--- src/include/gts_consts.svh ---
// Constants for the guest table switch and fault block.
// Included by the design modules and tb_top; definitions only.
`ifndef GTS_CONSTS_SVH
`define GTS_CONSTS_SVH
// ********
// Register byte offsets
// ********
`define A_PRIM 8'h00
`define A_SEC 8'h04
`define A_FUNC_LO 8'h08
`define A_FUNC_HI 8'h0c
`define A_LIST_BASE 8'h10
`define A_SELECTOR 8'h14
`define A_INDEX 8'h18
`define A_ILEN 8'h1c
`define A_OPT 8'h20
`define A_ROOT_LO 8'h24
`define A_ROOT_HI 8'h28
`define A_ENTRY_LO 8'h2c
`define A_ENTRY_HI 8'h30
`define A_ENTRY_KIND 8'h34
`define A_INFO_BASE 8'h38
`define A_VP_TAG 8'h3c
`define A_PC_TAG 8'h40
`define A_CMD 8'h44
`define A_STATUS 8'h48
`define A_EXIT_REASON 8'h4c
`define A_EXIT_LEN 8'h50
`define A_PTR_INDEX 8'h54
// ********
// Field positions and values
// ********
`define CMD_FN 0
`define CMD_VIO 1
`define CMD_INV 2
`define KIND_LEAF 0
`define KIND_UNSUP 1
`define PRIM_SEC_BIT 31
`define SEC_VMF_BIT 13
`define SEL_MAX 32'h0000003f
`define SEL_SWITCH 32'h00000000
`define LIST_LEN 32'h00000200
`define ENTRY_SHIFT 3
`define HI_OFS 32'h00000004
`define EXIT_GUEST_FUNCTION_INSTR 32'h0000003b
`define EXIT_VIOL 32'h00000030
`define VE_VECTOR 8'h14
`define INFO_MARK 32'h00ffffff
`define INFO_MARK_OFS 32'h00000004
`define INFO_IDX_OFS 32'h00000020
`define VP_NONE 16'h0000
`define PC_NONE 12'h000
`define AD_BIT 6
`define FRAME_HI 51
`define FRAME_LO 12
`define PRESENT_MSB 2
`define PAGE_BIT 7
`define SUPPRESS_BIT 63
`define MT_UC 3'h0
`define MT_WB 3'h6
`define WALK_4 3'h3
`endif

--- src/include/gts_pkg.sv ---
// Types for the guest table switch and fault block.
// Assumes nothing beyond the constants header.
package gts_pkg;
    // ********
    // Enumerations
    // ********
    typedef enum logic [2:0] {
        ST_IDLE, ST_RD_LO, ST_RD_HI, ST_CHECK,
        ST_INFO_RD, ST_WR_REASON, ST_WR_INDEX, ST_WR_MARK
    } fsm_t;
    typedef enum logic [2:0] {
        OUT_NONE, OUT_UD, OUT_EXIT, OUT_SWITCH, OUT_VE, OUT_MISCONF
    } outcome_t;
    // ********
    // Carriers
    // ********
    typedef struct packed {
        logic ve_support;
        logic process_context_tag_en;
        logic lma;
        logic pae;
        logic idt_busy;
        logic prot_en;
        logic non_root;
        logic ve_ctrl;
        logic virtual_processor_tag_en;
    } opt_t;
    typedef struct packed {
        logic walk;
        logic inval;
        logic resume;
        logic ve;
        logic exit;
        logic ud;
    } pulse_t;
    typedef struct packed {
        logic req;
        logic we;
        logic [31:0] addr;
        logic [31:0] wdata;
    } mem_req_t;
    typedef struct packed {
        logic ack;
        logic [31:0] rdata;
    } mem_rsp_t;
    typedef struct packed {
        fsm_t state;
        logic [31:0] prim;
        logic [31:0] sec;
        logic [63:0] func;
        logic [31:0] list_base;
        logic [31:0] selector;
        logic [31:0] index;
        logic [3:0] ilen;
        opt_t opt;
        logic [63:0] root;
        logic [63:0] entry;
        logic [1:0] kind;
        logic [31:0] info_base;
        logic [15:0] vp;
        logic [11:0] pc;
        outcome_t outcome;
        logic stale;
        logic clear_seen;
        logic [39:0] last_frame;
        logic [31:0] exit_reason;
        logic [3:0] exit_len;
        logic [15:0] ptr_index;
        logic [63:0] tent;
        logic a_act;
        logic a_wr;
        logic [7:0] a_addr;
        pulse_t pulse;
    } state_t;
endpackage

--- src/verilog/func_gate.sv ---
// Guest function gate: fault, disabled-function exit and pointer check.
// Pure combinational; fed from the main block's registers.
`include "gts_consts.svh"
module func_gate (
    input wire logic [31:0] prim,
    input wire logic [31:0] sec,
    input wire logic [63:0] func,
    input wire logic [31:0] sel,
    input wire logic [63:0] ptr,
    output logic ud,
    output logic off_exit,
    output logic ptr_ok
);
    import gts_pkg::*;
    logic enabled;

    // ********
    // Pointer acceptance
    // ********
    function automatic logic ptr_valid(input logic [63:0] p);
        logic mt_ok;
        mt_ok = (p[2:0] == `MT_UC) || (p[2:0] == `MT_WB);
        return mt_ok && (p[5:3] == `WALK_4) && (p[11:7] == 5'h00) && (p[63:52] == 12'h000);
    endfunction

    always_comb begin
        // secondary gate
        enabled = prim[`PRIM_SEC_BIT] && sec[`SEC_VMF_BIT];
        // fault then exit
        ud = !enabled || (sel > `SEL_MAX);
        off_exit = !ud && !func[sel[5:0]];
        // entry acceptance
        ptr_ok = ptr_valid(ptr);
    end
endmodule

--- src/verilog/violation_judge.sv ---
// Decides how a translation violation on one entry is handled.
// Pure combinational; entry and conditions come from registers.
`include "gts_consts.svh"
module violation_judge (
    input wire logic [63:0] entry,
    input wire logic leaf,
    input wire logic unsup,
    input wire gts_pkg::opt_t opt,
    output logic misconf,
    output logic conv_ok
);
    import gts_pkg::*;
    logic absent;
    logic maps;
    logic conv;

    always_comb begin
        // not present entry
        absent = (entry[`PRESENT_MSB:0] == 3'h0);
        // unsupported value
        misconf = !absent && unsup;
        // mapping entries only
        maps = leaf || entry[`PAGE_BIT];
        // control gates conversion
        conv = opt.ve_ctrl && !misconf && (absent || maps) && !entry[`SUPPRESS_BIT];
        // conversion conditions
        // guest operation only
        conv_ok = conv && opt.prot_en && !opt.idt_busy && opt.non_root;
    end
endmodule

--- src/verilog/guest_table_switch_fault.sv ---
// Guest function root switch and violation-to-fault conversion.
// AHB-Lite slave, zero wait states; 32-bit memory port with ack.
`include "gts_consts.svh"
// Function
// Fault when functions disabled or selector above 63, else exit if disabled.
// Root switch is function zero, enabled by control bit 0.
// Functions count as disabled when primary control bit 31 clear.
// Index of 512 or more exits without reading the list.
// Fetch 8-byte pointer at list base plus eight times index.
// Unacceptable fetched pointer causes exit, no switch.
// Acceptable pointer is stored and used for later translation.
// With conversion support, store index low 16 bits as pointer index.
// General registers and flags never changed by the switch.
// Switch exits report reason 59 and instruction length only.
// Resume at next instruction; tags use new frame, current tags.
// Tagging off: invalidate tag 0000H mappings on success.
// Disabled tagging uses tags 0000H and 000H.
// No exit for base address; flat or long paging rewalks it.
// Address-extension paging keeps directory pointers, no reload.
// Bit 6 enables flag updates; may miss without prior invalidate.
// Fault uses vector 20, only in guest operation.
// Conversion control clear makes every violation exit.
// Entry bits 2:0 zero is absent; convertible iff bit 63 zero.
// Present unsupported entry is misconfiguration; always exits.
// Mapping entries decide by bit 63; table references ignored.
// Convert only with protection on, no delivery, info word zero.
// Save fault information first, then deliver the fault.
// Delivery writes FFFFFFH at offset 4; software clears it.
// Failed conversion conditions fall back to exit, info untouched.
module guest_table_switch_fault (
    input wire logic hclk,
    input wire logic hresetn,
    input wire logic ce,
    input wire logic hsel,
    input wire logic [31:0] haddr,
    input wire logic [1:0] htrans,
    input wire logic hwrite,
    input wire logic [2:0] hsize,
    input wire logic [31:0] hwdata,
    input wire logic hready,
    output logic hreadyout,
    output logic hresp,
    output logic [31:0] hrdata,
    output gts_pkg::mem_req_t mem_req,
    input wire gts_pkg::mem_rsp_t mem_rsp,
    output logic ud_fault,
    output logic vm_exit,
    output logic ve_fault,
    output logic [7:0] ve_vector,
    output logic tlb_inval,
    output logic base_walk,
    output logic resume_next,
    output logic [39:0] tag_frame,
    output logic [15:0] tag_vp,
    output logic [11:0] tag_pc
);
    import gts_pkg::*;
    state_t r;
    state_t n;
    logic wr;
    logic cmd_fn;
    logic cmd_vio;
    logic cmd_inv;
    logic g_ud;
    logic g_off;
    logic g_ok;
    logic j_misconf;
    logic j_conv_ok;

    // ********
    // Helpers
    // ********
    function automatic state_t take_exit(input state_t s, input logic [31:0] reason, input logic [3:0] len);
        state_t t;
        t = s;
        t.pulse.exit = 1'b1;
        t.outcome = OUT_EXIT;
        t.exit_reason = reason;
        t.exit_len = len;
        t.state = ST_IDLE;
        return t;
    endfunction

    func_gate u_gate (
        .prim(r.prim),
        .sec(r.sec),
        .func(r.func),
        .sel(r.selector),
        .ptr(r.tent),
        .ud(g_ud),
        .off_exit(g_off),
        .ptr_ok(g_ok)
    );

    violation_judge u_judge (
        .entry(r.entry),
        .leaf(r.kind[`KIND_LEAF]),
        .unsup(r.kind[`KIND_UNSUP]),
        .opt(r.opt),
        .misconf(j_misconf),
        .conv_ok(j_conv_ok)
    );

    // ********
    // Next state
    // ********
    always_comb begin
        n = r;
        n.pulse = '0;
        wr = ce && r.a_act && r.a_wr;
        cmd_fn = wr && (r.a_addr == `A_CMD) && hwdata[`CMD_FN] && (r.state == ST_IDLE);
        cmd_vio = wr && (r.a_addr == `A_CMD) && hwdata[`CMD_VIO] && !hwdata[`CMD_FN] && (r.state == ST_IDLE);
        cmd_inv = wr && (r.a_addr == `A_CMD) && hwdata[`CMD_INV];
        n.a_act = hsel && htrans[1] && hready;
        n.a_wr = hwrite;
        n.a_addr = haddr[7:0];
        if (wr) begin
            if (r.a_addr == `A_PRIM) begin
                n.prim = hwdata;
            end else if (r.a_addr == `A_SEC) begin
                n.sec = hwdata;
            end else if (r.a_addr == `A_FUNC_LO) begin
                n.func[31:0] = hwdata;
            end else if (r.a_addr == `A_FUNC_HI) begin
                n.func[63:32] = hwdata;
            end else if (r.a_addr == `A_LIST_BASE) begin
                n.list_base = hwdata;
            end else if (r.a_addr == `A_SELECTOR) begin
                n.selector = hwdata;
            end else if (r.a_addr == `A_INDEX) begin
                n.index = hwdata;
            end else if (r.a_addr == `A_ILEN) begin
                n.ilen = hwdata[3:0];
            end else if (r.a_addr == `A_OPT) begin
                n.opt = hwdata[8:0];
            end else if (r.a_addr == `A_ROOT_LO) begin
                n.root[31:0] = hwdata;
            end else if (r.a_addr == `A_ROOT_HI) begin
                n.root[63:32] = hwdata;
            end else if (r.a_addr == `A_ENTRY_LO) begin
                n.entry[31:0] = hwdata;
            end else if (r.a_addr == `A_ENTRY_HI) begin
                n.entry[63:32] = hwdata;
            end else if (r.a_addr == `A_ENTRY_KIND) begin
                n.kind = hwdata[1:0];
            end else if (r.a_addr == `A_INFO_BASE) begin
                n.info_base = hwdata;
            end else if (r.a_addr == `A_VP_TAG) begin
                n.vp = hwdata[15:0];
            end else if (r.a_addr == `A_PC_TAG) begin
                n.pc = hwdata[11:0];
            end
        end
        if (cmd_inv) begin
            n.clear_seen = 1'b0;
            n.stale = 1'b0;
        end
        // only block state touched
        case (r.state)
            ST_IDLE: begin
                if (cmd_fn) begin
                    // fault before exit
                    if (g_ud) begin
                        n.pulse.ud = 1'b1;
                        n.outcome = OUT_UD;
                    // only function zero switches
                    // bound before any read
                    end else if (g_off || (r.selector != `SEL_SWITCH) || (r.index >= `LIST_LEN)) begin
                        n = take_exit(n, `EXIT_GUEST_FUNCTION_INSTR, r.ilen);
                    end else begin
                        n.state = ST_RD_LO;
                    end
                end else if (cmd_vio) begin
                    // misconfiguration exits
                    if (j_misconf) begin
                        n.pulse.exit = 1'b1;
                        n.outcome = OUT_MISCONF;
                    end else if (j_conv_ok) begin
                        n.state = ST_INFO_RD;
                    end else begin
                        n = take_exit(n, `EXIT_VIOL, 4'h0);
                    end
                end
            end
            ST_RD_LO: begin
                if (mem_rsp.ack) begin
                    n.tent[31:0] = mem_rsp.rdata;
                    n.state = ST_RD_HI;
                end
            end
            ST_RD_HI: begin
                if (mem_rsp.ack) begin
                    n.tent[63:32] = mem_rsp.rdata;
                    n.state = ST_CHECK;
                end
            end
            ST_CHECK: begin
                if (!g_ok) begin
                    // switch exit reporting
                    n = take_exit(n, `EXIT_GUEST_FUNCTION_INSTR, r.ilen);
                end else begin
                    // install new root
                    n.root = r.tent;
                    n.outcome = OUT_SWITCH;
                    n.state = ST_IDLE;
                    // pointer index copy
                    if (r.opt.ve_support) begin
                        n.ptr_index = r.index[15:0];
                    end
                    // continue next instruction
                    n.pulse.resume = 1'b1;
                    // untagged invalidate
                    n.pulse.inval = !r.opt.virtual_processor_tag_en;
                    // rewalk base, no exit
                    // directory pointers kept
                    n.pulse.walk = !r.opt.pae || r.opt.lma;
                    // flag update hazard
                    if (!r.tent[`AD_BIT]) begin
                        n.clear_seen = 1'b1;
                        n.last_frame = r.tent[`FRAME_HI:`FRAME_LO];
                    end else if (r.clear_seen && (r.last_frame == r.tent[`FRAME_HI:`FRAME_LO])) begin
                        n.stale = 1'b1;
                    end
                end
            end
            ST_INFO_RD: begin
                if (mem_rsp.ack) begin
                    // busy info area falls back
                    if (mem_rsp.rdata != 32'h00000000) begin
                        n = take_exit(n, `EXIT_VIOL, 4'h0);
                    end else begin
                        n.state = ST_WR_REASON;
                    end
                end
            end
            ST_WR_REASON: begin
                if (mem_rsp.ack) begin
                    n.state = ST_WR_INDEX;
                end
            end
            ST_WR_INDEX: begin
                if (mem_rsp.ack) begin
                    n.state = ST_WR_MARK;
                end
            end
            ST_WR_MARK: begin
                if (mem_rsp.ack) begin
                    // deliver after saving
                    n.pulse.ve = 1'b1;
                    n.outcome = OUT_VE;
                    n.state = ST_IDLE;
                end
            end
            default: begin
                n.state = ST_IDLE;
            end
        endcase
    end

    // ********
    // State register
    // ********
    always_ff @(posedge hclk or negedge hresetn) begin
        if (!hresetn) begin
            r <= '0;
        end else if (ce) begin
            r <= n;
        end
    end

    // ********
    // Memory port
    // ********
    always_comb begin
        mem_req = '0;
        mem_req.req = ce && (r.state != ST_IDLE) && (r.state != ST_CHECK);
        case (r.state)
            ST_RD_LO: begin
                // list entry address
                mem_req.addr = r.list_base + (r.index << `ENTRY_SHIFT);
            end
            ST_RD_HI: begin
                mem_req.addr = r.list_base + (r.index << `ENTRY_SHIFT) + `HI_OFS;
            end
            ST_INFO_RD: begin
                // info word check
                mem_req.addr = r.info_base + `INFO_MARK_OFS;
            end
            ST_WR_REASON: begin
                mem_req.we = 1'b1;
                mem_req.addr = r.info_base;
                mem_req.wdata = `EXIT_VIOL;
            end
            ST_WR_INDEX: begin
                mem_req.we = 1'b1;
                mem_req.addr = r.info_base + `INFO_IDX_OFS;
                mem_req.wdata = {16'h0000, r.ptr_index};
            end
            ST_WR_MARK: begin
                // marker word
                mem_req.we = 1'b1;
                mem_req.addr = r.info_base + `INFO_MARK_OFS;
                mem_req.wdata = `INFO_MARK;
            end
            default: begin
                mem_req.addr = 32'h00000000;
            end
        endcase
    end

    // ********
    // Bus read data
    // ********
    always_comb begin
        if (r.a_addr == `A_PRIM) begin
            hrdata = r.prim;
        end else if (r.a_addr == `A_SEC) begin
            hrdata = r.sec;
        end else if (r.a_addr == `A_FUNC_LO) begin
            hrdata = r.func[31:0];
        end else if (r.a_addr == `A_FUNC_HI) begin
            hrdata = r.func[63:32];
        end else if (r.a_addr == `A_LIST_BASE) begin
            hrdata = r.list_base;
        end else if (r.a_addr == `A_SELECTOR) begin
            hrdata = r.selector;
        end else if (r.a_addr == `A_INDEX) begin
            hrdata = r.index;
        end else if (r.a_addr == `A_ILEN) begin
            hrdata = {28'h0000000, r.ilen};
        end else if (r.a_addr == `A_OPT) begin
            hrdata = {23'h0, r.opt};
        end else if (r.a_addr == `A_ROOT_LO) begin
            hrdata = r.root[31:0];
        end else if (r.a_addr == `A_ROOT_HI) begin
            hrdata = r.root[63:32];
        end else if (r.a_addr == `A_ENTRY_LO) begin
            hrdata = r.entry[31:0];
        end else if (r.a_addr == `A_ENTRY_HI) begin
            hrdata = r.entry[63:32];
        end else if (r.a_addr == `A_ENTRY_KIND) begin
            hrdata = {30'h0, r.kind};
        end else if (r.a_addr == `A_INFO_BASE) begin
            hrdata = r.info_base;
        end else if (r.a_addr == `A_VP_TAG) begin
            hrdata = {16'h0000, r.vp};
        end else if (r.a_addr == `A_PC_TAG) begin
            hrdata = {20'h00000, r.pc};
        end else if (r.a_addr == `A_STATUS) begin
            hrdata = {27'h0, r.stale, r.outcome, r.state != ST_IDLE};
        end else if (r.a_addr == `A_EXIT_REASON) begin
            hrdata = r.exit_reason;
        end else if (r.a_addr == `A_EXIT_LEN) begin
            hrdata = {28'h0000000, r.exit_len};
        end else if (r.a_addr == `A_PTR_INDEX) begin
            hrdata = {16'h0000, r.ptr_index};
        end else begin
            hrdata = 32'h00000000;
        end
    end

    // ********
    // Outputs
    // ********
    assign hreadyout = 1'b1;
    assign hresp = 1'b0;
    assign ud_fault = r.pulse.ud;
    assign vm_exit = r.pulse.exit;
    assign ve_fault = r.pulse.ve;
    // fault vector
    assign ve_vector = `VE_VECTOR;
    assign tlb_inval = r.pulse.inval;
    assign base_walk = r.pulse.walk;
    assign resume_next = r.pulse.resume;
    // mapping tags
    assign tag_frame = r.root[`FRAME_HI:`FRAME_LO];
    // disabled tag values
    assign tag_vp = r.opt.virtual_processor_tag_en ? r.vp : `VP_NONE;
    assign tag_pc = r.opt.process_context_tag_en ? r.pc : `PC_NONE;
endmodule

--- config.mk ---
export PLATFORM = sky130hd
export DESIGN_NAME = guest_table_switch_fault
export DESIGN_NICKNAME = d
export VERILOG_FILES = /design/src/include/gts_pkg.sv /design/src/verilog/func_gate.sv /design/src/verilog/violation_judge.sv /design/src/verilog/guest_table_switch_fault.sv
export VERILOG_INCLUDE_DIRS = /design/src /design/src/include
export SDC_FILE = /design/constraint.sdc
export NUM_CORES = 1
export LEC_CHECK = 0
export ABC_CLOCK_PERIOD_IN_PS = 4300
export BUFFER_PORTS_ARGS = -buffer_cell sky130_fd_sc_hd__buf_2
export CORE_MARGIN = 2
export CORE_UTILIZATION = 30
export CTS_CLUSTER_SIZE = 10
export DETAILED_ROUTE_END_ITERATION = 8
export PLACE_DENSITY = 0.46
export SLEW_MARGIN = 10
export SYNTH_ARGS = -nofsm -noshare
export SYNTH_HDL_FRONTEND = slang
export SYNTH_HIERARCHICAL = 1
export SYNTH_SLANG_ARGS = --single-unit
--- constraint.sdc ---
create_clock -name hclk -period 4.3 [get_ports hclk]
set_input_delay 0.215 -clock hclk [delete_from_list [all_inputs] [get_ports hclk]]
set_output_delay 0.215 -clock hclk [all_outputs]
set_load 0.01 [all_outputs]
==> flow_summary.ini <==
[cells_and_area]
fin_util_pct = 36.29
nNetsFinal = 3469
layout-area-overhead-vs-synth_pct = 20.03
multi_input_area_um2 = 16540
fillerInstances = 10580
mostFrequentLayoutCells = dfrtp_1 (575), mux2_2 (495), buf_2 (235)
final_common_cell = dfrtp_1
drive_gt1_share_pct = 33.84
register_area_um2 = 14440

[floorplan]
num_io_pins = 290
rows = 119
die_h_um = 329.7
initial_core_util_pct = 30.24
die_area_um2 = 108700
fp.coreArea_um2 = 105300
die_x_um = 329.7

[critical_path]
cp.required_ns = 4.09
path_max_fanout = 3
arrival_ns = 4.22
crit_path_end_kind = output port
rr_worst_depth = 16
start_kind = flop
r2r-end = vm_exit$_DFFE_PN0P_
r2r_slack_ns = 0.23
criticalPathCategory = reg -> out
r2r-start = r[412]$_DFFE_PN0P_

[yosys]
ys_seq_area_share_pct = 45.36
synthFlopType = dfrtp_1
ys_top_cells_by_area = dfrtp_1 (45%), mux2_2 (18%), a21oi_1 (3.6%)
synthArstFlopShare_pct = 100.0
synth.top_cell.area_share_pct = 45.36
syn_inst = 3056
yosys_warnings = 6
yosysTopAreaCell = dfrtp_1
synth_cell_types = 98
synth_edf_count = 0
syn_area_um2 = 31830
avgSynthCellArea_um2 = 10.42
synth_seq_cells = 577

[sta]
finalWorstSetupSlack_ns = -0.1391
fin_crit_sh_pct = 103.2
slew_viol_final = 0
holdWs_ns = 0.05687
rsz0062_at_grt = yes
tightest_slew_ns = 0.9160
fmax_mhz = 225.3
min_period_ns = 4.439
slew_headroom_pct = 38.93
setup_viol = 4
finClkSkew_ns = 0.02990
hold_viol_final = 0

[worst_hold_path]
min_to = r[355]$_DFFE_PN0P_
hold_start = hwdata[20]
whs_path_depth = 3
hp-class = in -> reg

[drt]
wire_per_inst_um = 27.75
vias_per_cell = 5.665
drc = 0
ant_nets = 0
finalWirelength_mm = 131.7
dr_total_vias = 26890
drt_first_pass_iters = 6
drtIter0Drc = 2666

[global_route]
antenna_found_initial = 11
grt_max_degree = 125
grt_pass1_vias = 26000
grt_pass1_wl_mm = 189.9
grt_overflow = 0
grt_usage_pct = 23.76

[clock_tree]
cts_max_path_buffers = 3
cts_tree = built
root_buffer = clkbuf_16
cts.htree.levels = 3
clk_latency_ns = 0.63
path_clk_slew_ns = 0.05
numCtsBuffers = 70
clock-sinks = 577

[outcome]
status = complete, but fails checks
violations = setup timing

[power]
power-per-cell-area_nw_per_um2 = 372.1
leakage_uw = 0.01775
peakVddDrop_mv = 0.2113

[placed_design]
placement.io_buffers = 243
hpwl_mm = 96.60
gp_congestion = 0.9223

[flow_run]
maxCapViolCount = 0
## final cells by class
cell class	count	area share [%]
antenna	2	0.01310
clock buffer	89	5.125
clock inverter	7	0.2718
inverter	27	0.2653
multi-input combinational	2176	43.29
sequential	577	37.81
tap	1391	4.556
timing repair buffer	478	8.672
## worst max-delay path, cell delays in order (launching register included)
cell	delay (ns)
dfrtp_1	0.38
ha_2	0.20
fa_2	0.36
a211oi_2	0.19
buf_4	0.16
buf_6	0.12
o21a_4	0.16
o21ai_4	0.06
o211ai_1	0.21
o311ai_2	0.18
or3_4	0.38
o31ai_4	0.28
buf_4	0.17
nand4_1	0.10
xor2_1	0.16
a221o_1	0.34
buf_6	0.14
## synth_stat cells (23+ instances only)
cell type and count:
a21oi_1 226, a221oi_1 46, a22oi_1 44, a31oi_1 24
and2_1 38, buf_1 37, buf_4 69, clkbuf_1 173
dfrtp_1 577, ha_1 30, inv_1 27, mux2_2 495
mux2i_1 38, nand2_1 190, nand2b_1 23, nand3_1 58
nand4_1 30, nor2_1 240, nor3_1 29, nor4_1 47
o21ai_0 122, o221ai_1 29, o22ai_1 98, xnor2_1 56
xor2_1 44
## flip-flops by register name (all words and copies together) (netlist names)
signal       flops
resume_next      1
vm_exit          1
tag_frame       40
tlb_inval        1
ve_fault         1
r              531
ud_fault         1
base_walk        1
## per-layer routing
layer  up-vias  track usage [%]  part of all wire [%]
li1      11770                -                     -
met1     13970            35.10                    47
met2      1000            37.08                    45
met3       156            2.534                   5.7
met4         0            5.731                   2.2
met5         -                0                     0
## timing repair
action                                  CTS  global route
pin swaps                                34            29
gates resized for setup                  68            48
buffers inserted                         19             7
hold buffers                             44             0
endpoints found under the setup margin   19            29
hold endpoints to repair                155             0
## power by group
| group | switching (uW) | leakage [uW] | internal (uW) |
|---|---|---|---|
| combinational | 1320 | 0.00893 | 852 |
| sequential | 605 | 0.00781 | 5840 |
| clock | 2320 | 0.00101 | 3280 |
| total | 4240 | 0.0178 | 9970 |
## worst max path at each step
stage / startpoint / to / depth (start not counted)
floorplan: r[380]$_DFFE_PN0P_ / mem_req[63] / 12
global placement: r[380]$_DFFE_PN0P_ / mem_req[63] / 15
detailed placement: r[380]$_DFFE_PN0P_ / mem_req[63] / 15
CTS: r[380]$_DFFE_PN0P_ / mem_req[59] / 16
global route: r[380]$_DFFE_PN0P_ / mem_req[59] / 16
finish: r[380]$_DFFE_PN0P_ / mem_req[59] / 16
## logic make-up (layout without fill, tap and decap cells)
family,Yosys count,in the layout,synth area share (%)
AND/OR/NAND/NOR,748,748,11.42
XOR/XNOR,101,101,2.803
AO/OA/AOI/OAI,738,738,15.21
buffers and inverters,319,601,4.666
adder cells (fa/ha/maj),31,31,1.242
multiplexers,540,540,19.27
flip-flops,577,577,45.36
other,2,20,0.02359
## per-stage QoR
step           total power [uW]  TNS, ns  cell area (um^2)  setup slack (ns)  instances
2_1_floorplan              7495        0             31890            0.4880       3072
3_3_place_gp               8629        0             34920           0.06210       4581
3_5_place_dp               8648        0             34920           0.05938       4581
4_1_cts                   14330   -1.104             37910           -0.2203       4740
5_1_grt                   14760   -2.015             38200           -0.2998       4745
6_report                  14220  -0.3628             38200           -0.1391       4747
Note: power is estimated with default switching activity, not from simulation.
